## config.mk

```make
export PLATFORM = sky130hd
export DESIGN_NAME = modbus_rtu_slave_frames
export DESIGN_NICKNAME = d
export VERILOG_FILES = /design/src/verilog/mb_pkg.sv /design/src/verilog/modbus_rtu_slave_frames.sv
export VERILOG_INCLUDE_DIRS = /design/src /design/src/verilog
export SDC_FILE = /design/constraint.sdc
export NUM_CORES = 2
export LEC_CHECK = 0
export BUFFER_PORTS_ARGS = -buffer_cell sky130_fd_sc_hd__buf_2
export CAP_MARGIN = 20
export CORE_MARGIN = 4
export CORE_UTILIZATION = 63
export DETAILED_ROUTE_END_ITERATION = 6
export PLACE_DENSITY = 0.79
export SKIP_LAST_GASP = 1
export SYNTH_ARGS = -nofsm -noshare
export SYNTH_HDL_FRONTEND = slang
export SYNTH_SLANG_ARGS = --single-unit
export TNS_END_PERCENT = 5
```

## constraint.sdc

```tcl
create_clock -name sys_clk -period 5.1 [get_ports sys_clk]
set_input_delay 0.51 -clock sys_clk [delete_from_list [all_inputs] [get_ports sys_clk]]
set_output_delay 0.51 -clock sys_clk [all_outputs]
set_load 0.01 [all_outputs]
```

## src/verilog/mb_defs.svh

```systemverilog
`ifndef MB_DEFS_SVH
`define MB_DEFS_SVH

`define MB_FC_RD_HOLD   8'h03
`define MB_FC_RD_INPUT  8'h04
`define MB_FC_WR_SINGLE 8'h06
`define MB_FC_WR_MULTI  8'h10
`define MB_EXC_FUNC     8'h01
`define MB_EXC_ADDR     8'h02
`define MB_EXC_VALUE    8'h03
`define MB_EXC_BUSY     8'h06
`define MB_EXC_FLAG     8'h80
`define MB_CRC_INIT     16'hffff
`define MB_CRC_POLY     16'ha001
`define MB_MAX_READ     16'h007d
`define MB_MAX_WRITE    16'h007b
`define MB_FIXED_LEN    9'h008
`define MB_MULTI_HDR    9'h009
`define MB_WR_RESP_LEN  9'h006
`define MB_HDR_LEN      9'h003
`define MB_MIN_LEN      9'h004
`define MB_BUF_DEPTH    256

`endif

```

## src/verilog/mb_pkg.sv

```systemverilog
package mb_pkg;
    typedef enum logic [5:0] {
        S_RECV  = 6'h01,
        S_CHECK = 6'h02,
        S_ISSUE = 6'h04,
        S_WAIT  = 6'h08,
        S_BUILD = 6'h10,
        S_SEND  = 6'h20
    } mb_state_t;

    typedef struct packed {
        logic        req;
        logic        we;
        logic [15:0] addr;
        logic [15:0] wdata;
    } par_cmd_t;

    typedef struct packed {
        logic        ack;
        logic        busy;
        logic        addr_err;
        logic        val_err;
        logic [15:0] rdata;
    } par_resp_t;
endpackage

```

## src/verilog/modbus_rtu_slave_frames.sv

```systemverilog
// Functional notes
// - accept only frames whose first byte is our station id; echo it first.
// - two-byte address field, high byte first, addresses the parameter area.
// - function 03 request and reply layout with byte count and data pairs.
// - function 04 request is station, function, address, count, crc lo/hi.
// - function 06 writes one register then echoes the request with new crc.
// - function 10 writes consecutive words; reply is address, count and crc.
// - exception codes 01 function, 02 address, 03 value, 06 busy.
// - exception reply is station, function with top bit set, code, crc.
`include "mb_defs.svh"
module modbus_rtu_slave_frames import mb_pkg::*; (
    input  wire logic      sys_clk,
    input  wire logic      srst,
    input  wire logic [7:0] station_id_setting,
    input  wire logic      rx_valid,
    input  wire logic [7:0] rx_data,
    input  wire logic      rx_end,
    output logic           tx_valid,
    output logic [7:0]     tx_data,
    output logic           tx_last,
    input  wire logic      tx_ready,
    output par_cmd_t       par_cmd,
    input  wire par_resp_t par_resp
);
    function automatic logic [15:0] crc_upd(input logic [15:0] c, input logic [7:0] d);
        logic [15:0] r;
        r = c ^ {8'h00, d};
        for (int i = 0; i < 8; i++) begin
            r = r[0] ? ((r >> 1) ^ `MB_CRC_POLY) : (r >> 1);
        end
        return r;
    endfunction

    logic [7:0]  rxb [`MB_BUF_DEPTH];
    logic [7:0]  txb [`MB_BUF_DEPTH];
    mb_state_t   state_r;
    logic [8:0]  rx_cnt_r;
    logic [15:0] rx_crc_r;
    logic        ovf_r;
    logic [7:0]  fc_r;
    logic [15:0] addr_r;
    logic [15:0] qty_r;
    logic [7:0]  exc_r;
    logic [7:0]  idx_r;
    logic [8:0]  tx_len_r;
    logic [8:0]  tx_ptr_r;
    logic [15:0] tx_crc_r;
    logic        tx_valid_r;
    logic [7:0]  tx_data_r;
    par_cmd_t    par_cmd_r;

    logic        frame_ok;
    logic [7:0]  fc_in;
    logic [15:0] qty_in;
    logic [8:0]  len_multi;
    logic        is_read;
    logic        is_write;
    logic        last_item;
    logic        tx_hs;
    logic [15:0] tx_crc_nxt;
    logic [8:0]  tx_ptr_nxt;

    assign fc_in     = rxb[1];
    assign qty_in    = {rxb[4], rxb[5]};
    assign len_multi = `MB_MULTI_HDR + {qty_in[7:0], 1'b0};
    assign frame_ok  = !ovf_r && rx_cnt_r >= `MB_MIN_LEN && rx_crc_r == 16'h0000
                       && rxb[0] == station_id_setting;
    assign is_read   = fc_r == `MB_FC_RD_HOLD || fc_r == `MB_FC_RD_INPUT;
    assign is_write  = fc_r == `MB_FC_WR_SINGLE || fc_r == `MB_FC_WR_MULTI;
    assign last_item = fc_r == `MB_FC_WR_SINGLE || {8'h00, idx_r} + 16'h0001 == qty_r;
    assign tx_hs     = tx_valid_r && tx_ready;
    assign tx_ptr_nxt = tx_ptr_r + 9'h001;
    assign tx_crc_nxt = (tx_ptr_r < tx_len_r) ? crc_upd(tx_crc_r, tx_data_r) : tx_crc_r;

    assign tx_valid = tx_valid_r;
    assign tx_data  = tx_data_r;
    assign tx_last  = tx_valid_r && tx_ptr_r == tx_len_r + 9'h001;
    assign par_cmd  = par_cmd_r;

    // receive side: store bytes and run the crc over the whole frame
    always_ff @(posedge sys_clk) begin
        if (srst || state_r == S_CHECK) begin
            rx_cnt_r <= 9'h000;
            rx_crc_r <= `MB_CRC_INIT;
            ovf_r    <= 1'b0;
        end else if (state_r == S_RECV && rx_valid && !rx_end) begin
            rx_crc_r <= crc_upd(rx_crc_r, rx_data);
            if (rx_cnt_r == 9'(`MB_BUF_DEPTH)) begin
                ovf_r <= 1'b1;
            end else begin
                rx_cnt_r <= rx_cnt_r + 9'h001;
            end
        end
    end

    always_ff @(posedge sys_clk) begin
        if (state_r == S_RECV && rx_valid && !rx_end && rx_cnt_r < 9'(`MB_BUF_DEPTH)) begin
            rxb[rx_cnt_r[7:0]] <= rx_data;
        end
    end

    // request decode and sequencing
    always_ff @(posedge sys_clk) begin
        if (srst) begin
            state_r   <= S_RECV;
            fc_r      <= 8'h00;
            addr_r    <= 16'h0000;
            qty_r     <= 16'h0000;
            exc_r     <= 8'h00;
            idx_r     <= 8'h00;
            par_cmd_r <= '0;
        end else begin
            case (state_r)
                S_RECV: begin
                    if (rx_end) begin
                        state_r <= S_CHECK;
                    end
                end
                S_CHECK: begin
                    fc_r   <= fc_in;
                    addr_r <= {rxb[2], rxb[3]};
                    qty_r  <= qty_in;
                    idx_r  <= 8'h00;
                    exc_r  <= 8'h00;
                    if (!frame_ok) begin
                        state_r <= S_RECV;
                    end else begin
                        case (fc_in)
                            `MB_FC_RD_HOLD, `MB_FC_RD_INPUT: begin
                                if (rx_cnt_r != `MB_FIXED_LEN || qty_in == 16'h0000
                                    || qty_in > `MB_MAX_READ) begin
                                    exc_r   <= `MB_EXC_VALUE;
                                    state_r <= S_BUILD;
                                end else begin
                                    state_r <= S_ISSUE;
                                end
                            end
                            `MB_FC_WR_SINGLE: begin
                                if (rx_cnt_r != `MB_FIXED_LEN) begin
                                    exc_r   <= `MB_EXC_VALUE;
                                    state_r <= S_BUILD;
                                end else begin
                                    state_r <= S_ISSUE;
                                end
                            end
                            `MB_FC_WR_MULTI: begin
                                if (qty_in == 16'h0000 || qty_in > `MB_MAX_WRITE
                                    || rxb[6] != {qty_in[6:0], 1'b0}
                                    || rx_cnt_r != len_multi) begin
                                    exc_r   <= `MB_EXC_VALUE;
                                    state_r <= S_BUILD;
                                end else begin
                                    state_r <= S_ISSUE;
                                end
                            end
                            default: begin
                                exc_r   <= `MB_EXC_FUNC;
                                state_r <= S_BUILD;
                            end
                        endcase
                    end
                end
                S_ISSUE: begin
                    par_cmd_r.req  <= 1'b1;
                    par_cmd_r.we   <= is_write;
                    par_cmd_r.addr <= addr_r + 16'h0001 + {8'h00, idx_r};
                    par_cmd_r.wdata <= (fc_r == `MB_FC_WR_SINGLE) ? qty_r
                        : {rxb[8'd7 + {idx_r[6:0], 1'b0}], rxb[8'd8 + {idx_r[6:0], 1'b0}]};
                    state_r <= S_WAIT;
                end
                S_WAIT: begin
                    if (par_resp.ack) begin
                        par_cmd_r.req <= 1'b0;
                        if (par_resp.busy) begin
                            exc_r   <= `MB_EXC_BUSY;
                            state_r <= S_BUILD;
                        end else if (par_resp.addr_err) begin
                            exc_r   <= `MB_EXC_ADDR;
                            state_r <= S_BUILD;
                        end else if (par_resp.val_err) begin
                            exc_r   <= `MB_EXC_VALUE;
                            state_r <= S_BUILD;
                        end else if (last_item) begin
                            state_r <= S_BUILD;
                        end else begin
                            idx_r   <= idx_r + 8'h01;
                            state_r <= S_ISSUE;
                        end
                    end
                end
                S_BUILD: begin
                    state_r <= S_SEND;
                end
                S_SEND: begin
                    if (tx_last && tx_ready) begin
                        state_r <= S_RECV;
                    end
                end
                default: begin
                    state_r <= S_RECV;
                end
            endcase
        end
    end

    // response image
    always_ff @(posedge sys_clk) begin
        if (state_r == S_WAIT && par_resp.ack && is_read) begin
            txb[8'd3 + {idx_r[6:0], 1'b0}] <= par_resp.rdata[15:8];
            txb[8'd4 + {idx_r[6:0], 1'b0}] <= par_resp.rdata[7:0];
        end else if (state_r == S_BUILD) begin
            txb[0] <= station_id_setting;
            if (exc_r != 8'h00) begin
                txb[1] <= fc_r | `MB_EXC_FLAG;
                txb[2] <= exc_r;
            end else if (is_read) begin
                txb[1] <= fc_r;
                txb[2] <= {qty_r[6:0], 1'b0};
            end else begin
                for (int i = 1; i < 6; i++) begin
                    txb[i] <= rxb[i];
                end
            end
        end
    end

    // transmit with crc low then high appended
    always_ff @(posedge sys_clk) begin
        if (srst) begin
            tx_valid_r <= 1'b0;
            tx_data_r  <= 8'h00;
            tx_ptr_r   <= 9'h000;
            tx_len_r   <= 9'h000;
            tx_crc_r   <= `MB_CRC_INIT;
        end else if (state_r == S_BUILD) begin
            tx_valid_r <= 1'b1;
            tx_data_r  <= station_id_setting;
            tx_ptr_r   <= 9'h000;
            tx_crc_r   <= `MB_CRC_INIT;
            if (exc_r != 8'h00) begin
                tx_len_r <= `MB_HDR_LEN;
            end else if (is_read) begin
                tx_len_r <= `MB_HDR_LEN + {qty_r[7:0], 1'b0};
            end else begin
                tx_len_r <= `MB_WR_RESP_LEN;
            end
        end else if (tx_hs) begin
            tx_crc_r <= tx_crc_nxt;
            tx_ptr_r <= tx_ptr_nxt;
            if (tx_last) begin
                tx_valid_r <= 1'b0;
            end else if (tx_ptr_nxt < tx_len_r) begin
                tx_data_r <= txb[tx_ptr_nxt[7:0]];
            end else if (tx_ptr_nxt == tx_len_r) begin
                tx_data_r <= tx_crc_nxt[7:0];
            end else begin
                tx_data_r <= tx_crc_nxt[15:8];
            end
        end
    end
endmodule
```

* After elaboration in Yosys (flattened, before gate mapping)
Memories as Yosys holds them, arrays and structs flattened. Index checks and enable logic that the tools add are counted.
Word-level totals: memories 2, flip-flop bits (word level) 165, bits in writable memories 4096
Memory list:
- rxb | depth 256, width 8, rd ports 9, clocked after Yosys merged registers in 0, write ports 1, line modbus_rtu_slave_frames.sv:34 | logic [7:0] rxb [`MB_BUF_DEPTH];
- txb | depth 256, width 8, rd ports 1, clocked after Yosys merged registers in 0, write ports 6, line modbus_rtu_slave_frames.sv:35 | logic [7:0] txb [`MB_BUF_DEPTH];
Operators by class: bitwise operators 23, mux-type cells 90, reductions and logical operators 41, eq/ne operators 31, add/sub/neg operators 13, order comparisons 6
Operators with widths (count):
- two-way mux 16 bit | 18
- two-way mux 8 bit | 23
- inverter 2 -> 3 bit | 16
- two-way mux 6 bit | 7
- one-hot mux 6 bit (6 select lines) | 1
- == test 8 x 3 -> 1 bit (second input constant) | 4
- > comparator 16 x 7 -> 1 bit (second input constant) | 2
- zero test 16 bit | 2
- one-hot mux 8 bit (2 select lines) | 2
- bitwise XOR 16 x 8 -> 16 bit | 2
- adder 9 x 1 -> 9 bit (second input constant) | 3
- two-way mux 1 bit | 27
- one-hot mux 8 bit (3 select lines) | 1
- two-way mux 5 bit | 4
- == test 9 bit | 2
- less-than comparator 9 bit | 2
- two-way mux 9 bit | 2
- one-hot mux 6 bit (3 select lines) | 1
- adder 16 x 1 -> 16 bit (second input constant) | 1
- adder 16 x 8 -> 16 bit | 1
- adder 3 x 8 -> 8 bit (first input constant) | 2
- == test 8 x 2 -> 1 bit (second input constant) | 2
- == test 8 x 5 -> 1 bit (second input constant) | 2
- == test 9 x 16 -> 1 bit | 1
- other kinds (36) | 76

* Logic depth before layout (Yosys ltp)
word-level depth 23, gate-level depth with buffers 19

* Least setup slack after synthesis
Ideal clock, no wire load.
path kind reg-to-reg, from register idx_r[1], to register par_cmd_r (netlist bit par_cmd[10]), path buffers 7, slack 665 ps, clock period less this slack 4435 ps, arrival time 4305 ps, cell stages (with the launch flop) 15, library setup time 129 ps, cells stage by stage dfxtp_1 clkbuf_1 clkbuf_1 clkbuf_1 clkbuf_1 inv_1 ha_1 buf_2 clkbuf_1 clkbuf_1 mux4_2 mux4_2 mux4_2 mux2i_1 o21ai_0
Between the ends: word-level cells in the longest chain between the ends 3
Ends and longest elaborated chain:
- start: declaration | line modbus_rtu_slave_frames.sv:44 | logic [7:0] idx_r;
- start signal: assignment | line modbus_rtu_slave_frames.sv:186 | idx_r <= idx_r + 8'h01;
- adder 3 x 8 -> 8 bit | line modbus_rtu_slave_frames.sv:168 | : {rxb[8'd7 + {idx_r[6:0], 1'b0}], rxb[8'd8 + {idx_r[6:0], 1'b0}]};
- memory (256 x 8 bit)
- two-way mux 16 bit | line modbus_rtu_slave_frames.sv:167 | par_cmd_r.wdata <= (fc_r == `MB_FC_WR_SINGLE) ? qty_r
- end: declaration | line modbus_rtu_slave_frames.sv:50 | par_cmd_t par_cmd_r;
Every way passes these cells. A chain may end at the register's enable or synchronous reset.

* Worst setup path after layout
from register state_r[5], to memory rxb[121][1], enable pin
Between the ends: word-level cells in the longest chain between the ends 6
Ends and longest elaborated chain:
- start: declaration | line modbus_rtu_slave_frames.sv:36 | mb_state_t state_r;
- start signal: assignment | line modbus_rtu_slave_frames.sv:105 | state_r <= S_RECV;
- start signal: assignment | line modbus_rtu_slave_frames.sv:116 | state_r <= S_CHECK;
- start signal: assignment | line modbus_rtu_slave_frames.sv:126 | state_r <= S_RECV;
- == test 6 x 1 -> 1 bit | line modbus_rtu_slave_frames.sv:97 | if (state_r == S_RECV && rx_valid && !rx_end && rx_cnt_r < 9'(`MB_BUF_DEPTH)) begin
- logical AND 1 bit (3 in a row) | line modbus_rtu_slave_frames.sv:97
- two-way mux 1 bit | line modbus_rtu_slave_frames.sv:97
- two-way mux 1 bit (not written as such) | line modbus_rtu_slave_frames.sv:98 | rxb[rx_cnt_r[7:0]] <= rx_data;
- end: declaration | line modbus_rtu_slave_frames.sv:34
Every way passes these cells.

==> metrics <==
outcome finished, violations left; failing checks design-rule violations; H-tree Lvls 5; first-pass GRT wire length 667000 µm; synthesis-to-finish area growth 11.5%; vias in the first global route roughly 89k; Mapped Nets ~8k; f_max 210 MHz; WHS between 0.06 and 0.07 ns; CP Launch Type flip-flop; pin count of the biggest net entering global routing between 150 and 200; Post-CTS Setup Bufs 0; Final Wtd Congestion between 0.9 and 1; number of detailed-route iterations in the first pass 7; CP Cell Sequence nor4_1 -> nand3b_1 -> nor2_1 -> buf_4 -> nand2_1 -> nor3b_1 -> nor2b_1 -> nand3_1 -> nor2_1; Sink Count roughly 4.3k; Starting Density about 64%; Clock Skew a little over 0.05 ns; GRT Total Usage 34.3%; WP data required 5.64 ns; routed wire length ~470000 µm; Distinct cells, synth 80; count of standard-cell rows 188; most common cell after layout, fill and taps aside edfxtp_1; Top delay family on crit path simple AND/OR/NAND/NOR gates; RSZ-0062 raised after global routing false; via count between 80k and 90k; EDFF count, synth 4096; Max-Slew Margin vs Limit between 10% and 20%; WP buf/inv 1; final setup violation count 0; crit path DAT 5.31 ns; initial antenna violation count 19; Hold/Removal Path Class in2reg; share of layout cells above drive strength 1 a little over a quarter; DRC Markers 2; async set-reset flop share out of synthesis 0%; Layout Nets 8409; synth top area cells edfxtp_1 74%, mux4_2 17%, dfxtp_1 1.9%; post-synth top area cell edfxtp_1; final HPWL from detailed placement roughly 260000 µm; drt wl/cell roughly 38 µm; Worst Path Max Fanout 16; Crit. End Element flip-flop; Die Wd about 520 µm; Core ar. roughly 260000 µm²; Iter 0 DRT Violations ~15k; fin. max-slew vios 0; die height 523 µm; Period minus WS final 4.76 ns; ys flop type edfxtp_1; die footprint around 270000 µm²; setup_tns 0 ns; placed cell count approximately 11k; vias per cell between 7 and 8; most numerous cell on the critical path nor2_1; max incr delay on CP ~1.1 ns; DRT antenna net count 0; Clock Latency Late Sink about 0.94 ns; area share of the largest cell type after synthesis between 70% and 80%; LEAKAGE roughly 57 nW; IO Port Bufs 84; CP Class reg2reg; CP max stage cell nor2_1; Post-Syn Area per Cell approximately 21 µm²; fin crit share 93.4%; Worst Max-Slew Pin Slew around 1.3 ns; CTS buffer count a little over 400; GRT overflow 0; dpl cell area roughly 170000 µm²; Pwr Density between 300 and 400 nW/µm²; Hold Fails Final Rpt 0; I/O pin count 85; Layout Cell Area excl Fill roughly 190000 µm²; Clock Path Buffers 4; clock root cell clkbuf_16; cell area after synthesis 167000 µm²; most frequent cells in the layout 4096 x edfxtp_1, 1263 x mux4_2, 615 x nor2_1, 417 x clkbuf_16, 399 x nand2_1; worst vdd ir between 0.5 and 0.6 mV; register area share after synthesis 75.4%; Synth Warn # 0; Final Non-Filler Cells ~12k; maxcap violations 0; clock transition at the registers of the reported paths approximately 0.070 ns; synthesized flop and latch total 4256; post-layout util 70.9%; CTS tree built; Syn Inst Count slightly below 8k
[report_power, final]
| part | internal (mW) | switching [mW] | leakage (nW) |
|---|---|---|---|
| Sequential | 38.3 | 0.0883 | 38.1 |
| Clock | 16.8 | 13.2 | 6.36 |
| Combinational | 0.225 | 1.01 | 12.2 |
| Total | 55.3 | 14.3 | 56.6 |
[worst paths after layout]
check	start	endpoint	slack, ns	depth (start not counted)
min	rx_data[1]	rxb[176][1]	0.07	1
max	state_r[5]	rxb[121][1]	0.34	9
min reg2reg	addr_r[0]	addr_r[0]	0.46	2
max reg2reg	state_r[5]	rxb[121][1]	0.34	9
[registers in the layout (all words and copies together), names as in the netlist, 9 cells and up]
register  cells
tx_len_r      9
par_cmd      34
addr_r       16
txb        2048
qty_r        16
tx_crc_r     16
rxb        2048
rx_crc_r     16
rx_cnt_r      9
tx_ptr_r      9
[per-stage QoR]
| step | worst slack, ns | power (mW) |
|---|---|---|
| 6_report | 0.337 | 69.6 |
| 5_1_grt | 0.171 | 71.3 |
| 4_1_cts | 0.449 | 69.6 |
| 3_5_place_dp | 0.664 | 40.3 |
| 3_3_place_gp | 0.768 | 40.3 |
| 2_1_floorplan | 0.665 | 39.5 |
[layout make-up]
| cell class | count | area, µm² |
|---|---|---|
| fill | 14400 | 76600 |
| sequential | 4256 | 126000 |
| multi-input combinational | 3212 | 39200 |
| timing repair buffer | 405 | 3530 |
| antenna | 20 | 50.0 |
| clock inverter | 239 | 2220 |
| inverter | 43 | 166 |
| clock buffer | 506 | 10800 |
| tap | 3515 | 4400 |
[cells by family after synthesis]
family	Yosys count	synth area share (%)
fa+ha+maj	40	0.304
buf+inv	485	1.25
compound gates	452	1.77
xor+xnor	134	0.736
simple gates	1269	3.18
mux	1317	17.3
flops	4256	75.4
[cell usage after synthesis, types with 6 or more instances]
| library cell | n |
|---|---|
| a31oi_1 | 15 |
| buf_2 | 75 |
| mux4_2 | 1263 |
| and3_1 | 12 |
| nor4_1 | 21 |
| nor2_1 | 620 |
| ha_1 | 39 |
| edfxtp_1 | 4096 |
| a21o_1 | 6 |
| o31ai_1 | 11 |
| a211oi_1 | 10 |
| a22o_1 | 11 |
| buf_1 | 67 |
| o32ai_1 | 6 |
| or3_1 | 12 |
| clkbuf_1 | 266 |
| a21oi_1 | 127 |
| a22oi_1 | 118 |
| o21ai_1 | 7 |
| dfxtp_1 | 160 |
| a221oi_1 | 6 |
| o211ai_1 | 27 |
| and2_1 | 13 |
| buf_4 | 21 |
| xnor2_1 | 86 |
| nand3b_1 | 11 |
| nand4_1 | 24 |
| inv_1 | 37 |
| nor3_1 | 27 |
| o22ai_1 | 8 |
| nor2b_1 | 18 |
| xor2_1 | 43 |
| nand2_1 | 404 |
| mux2i_1 | 53 |
| buf_6 | 13 |
| nand3_1 | 78 |
| o21ai_0 | 61 |
[what timing repair did]
item / 4_1_cts / 5_1_grt
gates resized for setup: 0 / 0
endpoints found under the hold margin: 14 / 0
endpoints found under the setup margin: 0 / 0
hold buffers: 9 / 0
[metal layers]
layer | vias to the layer above | routed length (µm) | part of all wire [%] | global-route usage (%)
met1 | 45800 | 152000 | 33 | 45.2
met5 | - | 42 | 0.0090 | 0
met3 | 1475 | 55000 | 12 | 7.53
li1 | 33700 | - | - | -
met2 | 7936 | 228000 | 49 | 54.9
met4 | 6 | 30700 | 6.6 | 17.7
Note: power is estimated with default switching activity, not from simulation.
